==> src/hdl/ast_pkg.sv <==
package ast_pkg;

  // ****************************************************************
  // bit timing, in periods of the 16x clocks
  // ****************************************************************
  localparam logic [3:0] AST_TICK_LAST = 4'hF;  // sixteenth tick ends a bit
  localparam logic [3:0] AST_TICK_MID  = 4'h7;  // eighth tick, start recheck

  // ****************************************************************
  // character format
  // ****************************************************************
  localparam logic [3:0] AST_BASE_BITS = 4'h5;  // length select 00
  localparam int         AST_CHAR_W    = 8;
  localparam int         AST_FRAME_W   = 12;    // 8 data, parity, 2 stop, one spare

  // ****************************************************************
  // register port map (byte addresses)
  // ****************************************************************
  localparam int         AST_ADDR_W    = 4;
  localparam int         AST_DATA_W    = 8;
  localparam logic [3:0] AST_ADDR_STAT = 4'h0;  // sticky events, write one clears
  localparam logic [3:0] AST_ADDR_MASK = 4'h4;  // event mask
  localparam logic [3:0] AST_ADDR_LIVE = 4'h8;  // live state, read only
  localparam logic [3:0] AST_ADDR_RXD  = 4'hC;  // receive holding register

  // event bits of status and mask
  localparam int         AST_EV_W      = 2;
  localparam int         AST_EV_RX     = 0;     // character received
  localparam int         AST_EV_TX     = 1;     // character sent
  localparam logic [1:0] AST_EV_RST    = 2'h0;

  // live state bits
  localparam int         AST_LV_TX_BUFFER_EMPTY   = 0;
  localparam int         AST_LV_EOC    = 1;
  localparam int         AST_LV_DA     = 2;
  localparam int         AST_LV_PERR   = 3;
  localparam int         AST_LV_TXD    = 4;

  // data bits per character from the two length selects
  function automatic logic [3:0] ast_char_bits(input logic [1:0] sel);
    ast_char_bits = AST_BASE_BITS + {2'h0, sel};
  endfunction : ast_char_bits

  // parity bit over a character; odd unless even is selected
  function automatic logic ast_parity(input logic [7:0] d, input logic even_sel);
    ast_parity = (^d) ^ ~even_sel;
  endfunction : ast_parity

  // bits on the line after the start bit: data, optional parity, stops
  function automatic logic [3:0] ast_frame_bits(input logic [1:0] sel,
                                                input logic       par_off,
                                                input logic       two_stop);
    ast_frame_bits = ast_char_bits(sel) + {3'h0, ~par_off} + {3'h0, two_stop} + 4'h1;
  endfunction : ast_frame_bits

endpackage : ast_pkg

==> src/hdl/ast_rx.sv <==
`timescale 1ns/1ps
module ast_rx
  import ast_pkg::*;
(
  input  wire logic       clk,
  input  wire logic       rst,
  input  wire logic       tick,
  input  wire logic       line,
  input  wire logic [1:0] len_sel,
  input  wire logic       par_off,
  input  wire logic       par_even,
  input  wire logic       two_stop,
  output logic      [7:0] char_q,
  output logic            perr_q,
  output logic            done_q,
  output logic            busy
);
  import ast_pkg::*;

  typedef enum logic [1:0] {AST_RX_IDLE, AST_RX_START, AST_RX_BITS, AST_RX_XFER} ast_rx_st_type;

  typedef struct packed {
    ast_rx_st_type st;
    logic [3:0]    cnt;
    logic [3:0]    idx;
    logic [7:0]    shift;
    logic          perr_cur;
    logic [7:0]    hold;
    logic          perr;
    logic          done;
  } ast_rx_state_type;

  ast_rx_state_type s_q, s_d;
  logic [3:0] nbits;
  logic [3:0] last;

  assign nbits  = ast_char_bits(len_sel);
  assign last   = ast_frame_bits(len_sel, par_off, two_stop) - 4'h1;
  assign char_q = s_q.hold;
  assign perr_q = s_q.perr;
  assign done_q = s_q.done;
  assign busy   = (s_q.st != AST_RX_IDLE);

  // ****************************************************************
  // receive sequencer, advanced only on 16x ticks
  // ****************************************************************
  always_comb begin
    s_d      = s_q;
    s_d.done = 1'b0;
    // a stale error from a parity frame must not outlive a switch to no parity
    if (par_off) begin
      s_d.perr = 1'b0;
    end
    if (tick) begin
      case (s_q.st)
        AST_RX_IDLE: begin
          if (!line) begin  // mark-to-space edge
            s_d.st    = AST_RX_START;
            s_d.cnt   = 4'h0;
            s_d.shift = 8'h00;  // keeps unused upper bits low
          end
        end
        AST_RX_START: begin
          s_d.cnt = s_q.cnt + 4'h1;
          if (s_q.cnt == AST_TICK_MID) begin
            // a noise spike has gone by mid-bit, so drop it
            s_d.st  = line ? AST_RX_IDLE : AST_RX_BITS;
            s_d.cnt = 4'h0;
            s_d.idx = 4'h0;
          end
        end
        AST_RX_BITS: begin
          s_d.cnt = s_q.cnt + 4'h1;
          if (s_q.cnt == AST_TICK_LAST) begin  // bit centre
            if (s_q.idx < nbits) begin
              s_d.shift[s_q.idx[2:0]] = line;  // lsb first
            end else if (!par_off && s_q.idx == nbits) begin
              s_d.perr_cur = (line != ast_parity(s_q.shift, par_even));
            end
            s_d.idx = s_q.idx + 4'h1;
            if (s_q.idx == last) begin
              s_d.st = AST_RX_XFER;
            end
          end
        end
        AST_RX_XFER: begin
          // one tick after the last stop sample the character moves
          s_d.st   = AST_RX_IDLE;
          s_d.hold = s_q.shift;
          s_d.perr = par_off ? 1'b0 : s_q.perr_cur;
          s_d.done = 1'b1;
          s_d.perr_cur = 1'b0;
        end
        default: begin
          s_d.st = AST_RX_IDLE;
        end
      endcase
    end
  end

  // state register
  always_ff @(posedge clk) begin
    if (rst) begin
      s_q <= '{st: AST_RX_IDLE, cnt: 4'h0, idx: 4'h0, shift: 8'h00, perr_cur: 1'b0,
               hold: 8'h00, perr: 1'b0, done: 1'b0};
    end else begin
      s_q <= s_d;
    end
  end

endmodule : ast_rx

==> src/hdl/ast_uart.sv <==
`timescale 1ns/1ps
module ast_uart (
  input  wire logic                          clk,
  input  wire logic                          sys_rst,
  // register port
  input  wire logic [ast_pkg::AST_ADDR_W-1:0] reg_addr,
  input  wire logic [ast_pkg::AST_DATA_W-1:0] reg_wdata,
  input  wire logic                          reg_wr,
  input  wire logic                          reg_rd,
  output logic      [ast_pkg::AST_DATA_W-1:0] reg_rdata,
  output logic                               irq,
  // device pins
  input  wire logic                          master_reset,
  input  wire logic                          tx_clk_16x,
  input  wire logic                          rx_clk_16x,
  input  wire logic                          tx_load_strobe,
  input  wire logic [7:0]                    tx_parallel_in,
  input  wire logic                          fmt_load_strobe,
  input  wire logic                          parity_disable,
  input  wire logic                          even_parity_sel,
  input  wire logic                          stop_bits_two,
  input  wire logic                          char_len_sel_hi,
  input  wire logic                          char_len_sel_lo,
  input  wire logic                          rx_serial_in,
  input  wire logic                          rx_ready_clear,
  input  wire logic                          rx_output_enable_n,
  output logic                               tx_serial_out,
  output logic                               tx_buffer_empty,
  output logic                               tx_done,
  output logic                               rx_char_ready,
  output logic                               parity_error_flag,
  output logic      [7:0]                    rx_parallel_out,
  output logic                               rx_parallel_oe
);
  import ast_pkg::*;

  // ****************************************************************
  // state of the transmitter, receiver flags and outputs, format holding and register port
  // ****************************************************************
  typedef struct packed {
    logic                       tck_prev;
    logic                       rck_prev;
    logic                       ds_prev;
    logic [1:0]                 len_sel;
    logic                       par_off;
    logic                       par_even;
    logic                       two_stop;
    logic [7:0]                 hold;
    logic                       hold_full;
    logic                       busy;
    logic [AST_FRAME_W-1:0]     frame;
    logic [3:0]                 nframe;
    logic [3:0]                 idx;
    logic [3:0]                 cnt;
    logic                       line;
    logic                       eoc;
    logic                       da;
    logic [7:0]                 rx_out;
    logic                       rx_oe;
    logic [AST_EV_W-1:0]        status;
    logic [AST_EV_W-1:0]        mask;
    logic [AST_DATA_W-1:0]      rdata;
  } ast_state_type;

  localparam ast_state_type AST_RST = '{
    tck_prev: 1'b0, rck_prev: 1'b0, ds_prev: 1'b0, len_sel: 2'h0, par_off: 1'b0,
    par_even: 1'b0, two_stop: 1'b0, hold: 8'h00, hold_full: 1'b0, busy: 1'b0,
    frame: 12'hFFF, nframe: 4'h0, idx: 4'h0, cnt: 4'h0, line: 1'b1, eoc: 1'b1,
    da: 1'b0, rx_out: 8'h00, rx_oe: 1'b0, status: AST_EV_RST, mask: AST_EV_RST,
    rdata: 8'h00};

  ast_state_type s_q, s_d;
  logic          core_rst;
  logic          tx_tick;
  logic          rx_tick;
  logic [7:0]    rx_char;
  logic          rx_perr;
  logic          rx_done;
  logic [3:0]    tx_nbits;

  // the pin reset and the system reset clear the same state
  assign core_rst = sys_rst | master_reset;
  // 16x clocks arrive synchronous, so a rising edge becomes a tick
  assign tx_tick  = tx_clk_16x & ~s_q.tck_prev;
  assign rx_tick  = rx_clk_16x & ~s_q.rck_prev;
  assign tx_nbits = ast_char_bits(s_q.len_sel);

  // ****************************************************************
  // receiver
  // ****************************************************************
  ast_rx u_rx (
    .clk      (clk),
    .rst      (core_rst),
    .tick     (rx_tick),
    .line     (rx_serial_in),
    .len_sel  (s_q.len_sel),
    .par_off  (s_q.par_off),
    .par_even (s_q.par_even),
    .two_stop (s_q.two_stop),
    .char_q   (rx_char),
    .perr_q   (rx_perr),
    .done_q   (rx_done),
    .busy     ()
  );

  // ****************************************************************
  // next state
  // ****************************************************************
  always_comb begin
    logic [AST_EV_W-1:0] ev;
    logic [7:0]          dmask;
    ev            = '0;
    dmask         = 8'h00;
    s_d           = s_q;
    s_d.tck_prev  = tx_clk_16x;
    s_d.rck_prev  = rx_clk_16x;
    s_d.ds_prev   = tx_load_strobe;

    // format holding follows the inputs while its strobe is high
    if (fmt_load_strobe) begin
      s_d.len_sel  = {char_len_sel_hi, char_len_sel_lo};
      s_d.par_off  = parity_disable;
      s_d.par_even = even_parity_sel;
      s_d.two_stop = stop_bits_two;
    end

    // a strobe while the holding register is full overwrites it
    if (tx_load_strobe && !s_q.ds_prev) begin
      s_d.hold      = tx_parallel_in;
      s_d.hold_full = 1'b1;
    end

    // transmitter: start one tick after load, then frame bits
    if (tx_tick) begin
      if (!s_q.busy && s_q.hold_full) begin
        for (int i = 0; i < AST_CHAR_W; i++) begin
          dmask[i] = (i < int'(tx_nbits)) ? s_q.hold[i] : 1'b0;
        end
        for (int i = 0; i < AST_FRAME_W; i++) begin
          if (i < int'(tx_nbits)) begin
            s_d.frame[i] = dmask[i[2:0]];
          end else if (!s_q.par_off && i == int'(tx_nbits)) begin
            s_d.frame[i] = ast_parity(dmask, s_q.par_even);
          end else begin
            s_d.frame[i] = 1'b1;  // stop bits
          end
        end
        s_d.nframe    = ast_frame_bits(s_q.len_sel, s_q.par_off, s_q.two_stop);
        s_d.hold_full = (tx_load_strobe && !s_q.ds_prev);
        s_d.busy      = 1'b1;
        s_d.line      = 1'b0;  // start bit
        s_d.eoc       = 1'b0;
        s_d.cnt       = 4'h0;
        s_d.idx       = 4'h0;
      end else if (s_q.busy) begin
        s_d.cnt = s_q.cnt + 4'h1;
        if (s_q.cnt == AST_TICK_LAST) begin
          if (s_q.idx == s_q.nframe) begin
            s_d.busy = 1'b0;
            s_d.line = 1'b1;
            s_d.eoc  = 1'b1;
            ev[AST_EV_TX] = 1'b1;
          end else begin
            s_d.line = s_q.frame[s_q.idx];
            s_d.idx  = s_q.idx + 4'h1;
          end
        end
      end
    end

    // ready flag: a new character wins over a clear in the same cycle
    if (!rx_ready_clear) begin
      s_d.da = 1'b0;
    end
    if (rx_done) begin
      s_d.da         = 1'b1;
      ev[AST_EV_RX]  = 1'b1;
    end

    // shared outputs: registered so the data pins come from flops
    s_d.rx_out = rx_char;
    s_d.rx_oe  = ~rx_output_enable_n;

    // register port, answer the cycle after the read strobe
    s_d.rdata = 8'h00;
    if (reg_rd) begin
      case (reg_addr)
        AST_ADDR_STAT: s_d.rdata = {6'h00, s_q.status};
        AST_ADDR_MASK: s_d.rdata = {6'h00, s_q.mask};
        AST_ADDR_LIVE: begin
          s_d.rdata[AST_LV_TX_BUFFER_EMPTY] = ~s_q.hold_full;
          s_d.rdata[AST_LV_EOC]  = s_q.eoc;
          s_d.rdata[AST_LV_DA]   = s_q.da;
          s_d.rdata[AST_LV_PERR] = rx_perr;
          s_d.rdata[AST_LV_TXD]  = s_q.line;
        end
        AST_ADDR_RXD:  s_d.rdata = rx_char;
        default:       s_d.rdata = 8'h00;  // unmapped reads as zero
      endcase
    end
    if (reg_wr && reg_addr == AST_ADDR_MASK) begin
      s_d.mask = reg_wdata[AST_EV_W-1:0];
    end
    // write one clears, but an event in the same cycle survives
    if (reg_wr && reg_addr == AST_ADDR_STAT) begin
      s_d.status = s_q.status & ~reg_wdata[AST_EV_W-1:0];
    end
    s_d.status = s_d.status | ev;
  end

  // state register; reset puts the line and both flags at mark
  always_ff @(posedge clk) begin
    if (core_rst) begin
      s_q <= AST_RST;
    end else begin
      s_q <= s_d;
    end
  end

  // ****************************************************************
  // outputs
  // ****************************************************************
  assign reg_rdata         = s_q.rdata;
  assign irq               = |(s_q.status & s_q.mask);
  assign tx_serial_out     = s_q.line;
  assign tx_buffer_empty   = ~s_q.hold_full;
  assign tx_done           = s_q.eoc;
  assign rx_char_ready     = s_q.da;
  assign parity_error_flag = rx_perr;  // clamped low in the receiver
  assign rx_parallel_out   = s_q.rx_out;
  assign rx_parallel_oe    = s_q.rx_oe;

endmodule : ast_uart

==> config.mk <==
export PLATFORM = sky130hd
export DESIGN_NAME = ast_uart
export DESIGN_NICKNAME = d
export VERILOG_FILES = /design/src/hdl/ast_pkg.sv /design/src/hdl/ast_rx.sv /design/src/hdl/ast_uart.sv
export SDC_FILE = /design/constraint.sdc
export NUM_CORES = 1
export LEC_CHECK = 0
export ABC_AREA = 1
export BUFFER_PORTS_ARGS = -buffer_cell sky130_fd_sc_hd__buf_2
export CORE_MARGIN = 8
export CORE_UTILIZATION = 40
export DETAILED_ROUTE_END_ITERATION = 6
export SKIP_LAST_GASP = 1
export SLEW_MARGIN = 20
export SYNTH_ARGS = -nofsm -noshare
export SYNTH_HDL_FRONTEND = slang
export SYNTH_SLANG_ARGS = --single-unit
==> constraint.sdc <==
create_clock -name clk -period 3.4 [get_ports clk]
set_input_delay 0.34 -clock clk [delete_from_list [all_inputs] [get_ports clk]]
set_output_delay 0.34 -clock clk [all_outputs]
set_load 0.03 [all_outputs]
==> metrics.md <==
| Metric | Value |
|---|---|
| Status | `finished clean` |
| TNS Setup | `0 ns` |
| Met3 Use GR | `3.95%` |
| Cell area after synthesis | `4990 sq um` |
| Routability cong. | `between 0.8 and 0.9` |
| Synth area leader | `dfxtp_1` |
| CTS clk-pin slew, worst paths | `0.06 ns` |
| Worst EP required | `~3.7 ns` |
| Crit Path Class | `register to register` |
| I/O pin count | `60` |
| Primary FF master, synth | `dfxtp_1` |
| Max Fclk | `approximately 360 MHz` |
| Hold WC Path Type | `input pin to register` |
| Max-cap viol count | `0` |
| Reg2reg start | `s_q[61]$_SDFFE_PP0P_` |
| Gr ovfl total | `0` |
| Most frequent CP cell | `inv_1` |
| Number of global-route vias before repair | `~4,300` |
| N_diodes | `0` |
| Sequential-to-total area share from yosys stat | `38.1%` |
| Hold depth | `2` |
| EDFF count, synth | `0` |
| Post-route ant nets | `0` |
| Worst-margin pin slew | `0.782 ns` |
| Top cells by area, synth | `dfxtp_1, nand2_1, ha_1` |
| Vert. Die Dim | `about 130 um` |
| Final setup fails | `0` |
| Pins Over Slew Limit | `0` |
| Overall Global Routing Usage | `14.7%` |
| Initial DRT Pass Iterations | `6` |
| Core area | `approximately 12,000 sq um` |
| Fin area | `roughly 5600 sq um` |
| CTS Sinks | `between 90 and 100` |
| Antenna violations before repair | `0` |
| Synth Area per Inst | `between 7 and 8 sq um` |
| Reg2reg path depth | `15` |
| Layout cells sized above 1 | `a little under a fifth` |
| Power Dens Cells | `between 400 and 500 nW/um^2` |
| Met1 global-route usage | `between 15 and 20%` |
| Area grow syn2layout | `12.2%` |
| Drt total wl | `about 11 mm` |
| Setup crit end kind | `register` |
| Peak supply drop | `0.244 mV` |
| Pin count of the biggest net entering global routing | `34` |
| Starting Density | `between 40% and 50%` |
| Leak | `between 0.002 and 0.0025 uW` |
| Worst clock skew | `approximately 0.0083 ns` |
| R2R setup slack | `0.64 ns` |
| GRT Max-Usage Layer | `met2` |
| Crit share post-route | `~80%` |
| Drc violations | `0` |
| Clk_lat worst skew | `roughly 0.35 ns` |
| Reg area | `1900 sq um` |
| H-tree lvl count | `3` |
| PostCTS Resize Cnt | `0` |
| Hold Vio Cnt, Final | `0` |
| Critical path data arrival time | `slightly above 3 ns` |
| FF+latch count, synth | `95` |
| # fillers | `~1,300` |
| CTS tree | `yes` |
| Crit-path max FO | `8` |
| Post-CTS Setup Inserts | `0` |
| Die ar. | `around 16,000 sq um` |
| Nets | `786` |
| Tmin final | `~2.8 ns` |
| Async set-reset flop share out of synthesis | `0%` |
| YS warnings | `0` |
| Slew margin rel. | `between 40% and 50%` |
| CTS Hold Bufs | `0` |
| DP Area | `roughly 5300 sq um` |
| WHS Endpoint | `rx_parallel_oe$_SDFF_PP0_` |
| Synth top cells by count | `nand2_1, dfxtp_1, nor2_1` |
| Row count | `between 40 and 50` |
| Die width | `about 130 um` |
| Sequence of cells on the critical path | `inv_1 > ha_1 > inv_1 > fa_1 > ha_1 > inv_1 > nand2_1 > nand2_1 > nor2_1 > nand3_1 > o21bai_2 > nand3_1 > nand2_1 > inv_1 > nor2_1` |
| First-pass GRT wire length | `slightly below 20 mm` |
| Drt wl/cell | `12.6 um` |
| Mapped Nets | `750` |
| HP Start | `rx_output_enable_n` |
| RSZ-0062 raised after global routing | `no` |
| Post-synthesis cell type count | `between 40 and 50` |
| Multi-input gate area | `about 2500 sq um` |
| Share of the synthesized area in the top cell type | `between 30% and 40%` |
| Initial drt markers | `between 300 and 400` |
| Via/cell ratio | `4.85` |
| Post-layout util | `45.1%` |
| Vias | `~4,400` |
| Root Driver | `clkbuf_16` |
| CTS Buf Count | `9` |
| Most common cell in the netlist | `nand2_1` |
| Slowest stage delay, CP | `about 0.54 ns` |
| Synth Instances | `between 600 and 700` |
| Startpoint Class | `register` |
| Clk buf depth | `2` |
| Met2 usage | `24.8%` |
| Worst path slowest cell | `fa_1` |
| Detail Placement HPWL | `8.45 mm` |
| Port Buffer Count | `53` |
-- per-stage QoR --
stage                     power (uW)  hold WS, ns  cells  setup slack (ns)
after floorplan                 1320        0.412    687             0.937
after global placement          1370        0.428    884             0.726
after detailed placement        1380        0.434    884             0.635
after CTS                       2420        0.138    900             0.617
after global routing            2510        0.144    900             0.394
final                           2390        0.148    900             0.639
-- final cells by class --
class,count,area share (%)
Clock buffer,10,4.27
Clock inverter,6,1.18
Inverter,101,7.06
Multi-Input combinational cell,462,44.8
Sequential cell,95,33.9
Tap cell,172,3.84
Timing Repair Buffer,54,4.87
-- logic make-up (layout without fill, tap and decap cells) --
family                   after synthesis  count (layout)  share of synthesized area [%]
XOR/XNOR                               8               8                           1.40
adder cells (fa/ha/maj)               26              26                           6.67
AND/OR/NAND/NOR                      290             290                           26.1
AO/OA/AOI/OAI                        138             138                           16.2
buffers and inverters                130             171                           11.6
flip-flops                            95              95                           38.1
-- sequential cells by signal, indices dropped and copies added, names as in the netlist, named ones only --
register / flops
reg_rdata: 8
s_q: 46
u_rx.done_q: 1
rx_parallel_out: 8
rx_char_ready: 1
tx_serial_out: 1
u_rx.perr_q: 1
u_rx.char_q: 8
tx_done: 1
rx_parallel_oe: 1
u_rx.s_q: 18
-- cells in the final DEF (no fill, tap or decap), types with 2 or more instances in the layout --
| master | synthesis | routed |
|---|---|---|
| buf_2 | 5 | 53 |
| nor2_2 | 7 | 7 |
| inv_6 | 0 | 2 |
| xnor2_1 | 2 | 2 |
| a22oi_1 | 3 | 3 |
| xor2_1 | 6 | 6 |
| nor2_4 | 5 | 5 |
| nand2_2 | 4 | 4 |
| dfxtp_1 | 95 | 95 |
| o21ai_2 | 8 | 8 |
| nor2_1 | 78 | 78 |
| nor3_1 | 5 | 5 |
| o21ai_0 | 35 | 35 |
| a211oi_1 | 2 | 2 |
| o22a_1 | 2 | 2 |
| nand4_1 | 7 | 7 |
| a221oi_1 | 2 | 2 |
| inv_1 | 73 | 73 |
| a31oi_1 | 2 | 2 |
| inv_2 | 22 | 22 |
| a21oi_1 | 57 | 57 |
| clkbuf_16 | 0 | 9 |
| o21ai_1 | 12 | 12 |
| clkinv_1 | 3 | 3 |
| a22o_1 | 2 | 2 |
| a21oi_2 | 7 | 7 |
| clkinv_2 | 1 | 3 |
| nand3_1 | 45 | 45 |
| nand2_1 | 132 | 132 |
| ha_1 | 25 | 25 |
| o211ai_1 | 3 | 3 |
-- per-layer routing --
layer | vias up | share of wire [%]
li1 | 2281 | -
met1 | 1972 | 47
met2 | 100 | 46
met3 | 9 | 6.2
met4 | 0 | 1.3
met5 | - | 0
-- how the worst max path moves through the flow --
stage / to / start / cells past startpoint / slack [ns]
2_1_floorplan: register / s_q[61]$_SDFFE_PP0P_ / 15 / 0.94
3_3_place_gp: register / s_q[61]$_SDFFE_PP0P_ / 15 / 0.73
3_5_place_dp: register / s_q[61]$_SDFFE_PP0P_ / 15 / 0.63
4_1_cts: register / s_q[61]$_SDFFE_PP0P_ / 15 / 0.62
5_1_grt: register / s_q[61]$_SDFFE_PP0P_ / 15 / 0.39
6_report: register / s_q[61]$_SDFFE_PP0P_ / 15 / 0.64
-- power breakdown --
part / internal, uW / switching (uW) / leakage (uW)
sequential: 1120 / 10.3 / 0.000768
clock: 594 / 447 / 0.000153
combinational: 71.4 / 144 / 0.00151
-- worst max-delay path, delay by kind of cell (launching register included) --
kind	cells	cell delay [ns]
AOI/OAI and AO/OA	1	0.19
and+or+nand+nor	7	0.51
buffers and inverters	4	0.37
adders and majority gates	3	1.23
DFF	1	0.41
Note: power is estimated with default switching activity, not from simulation.
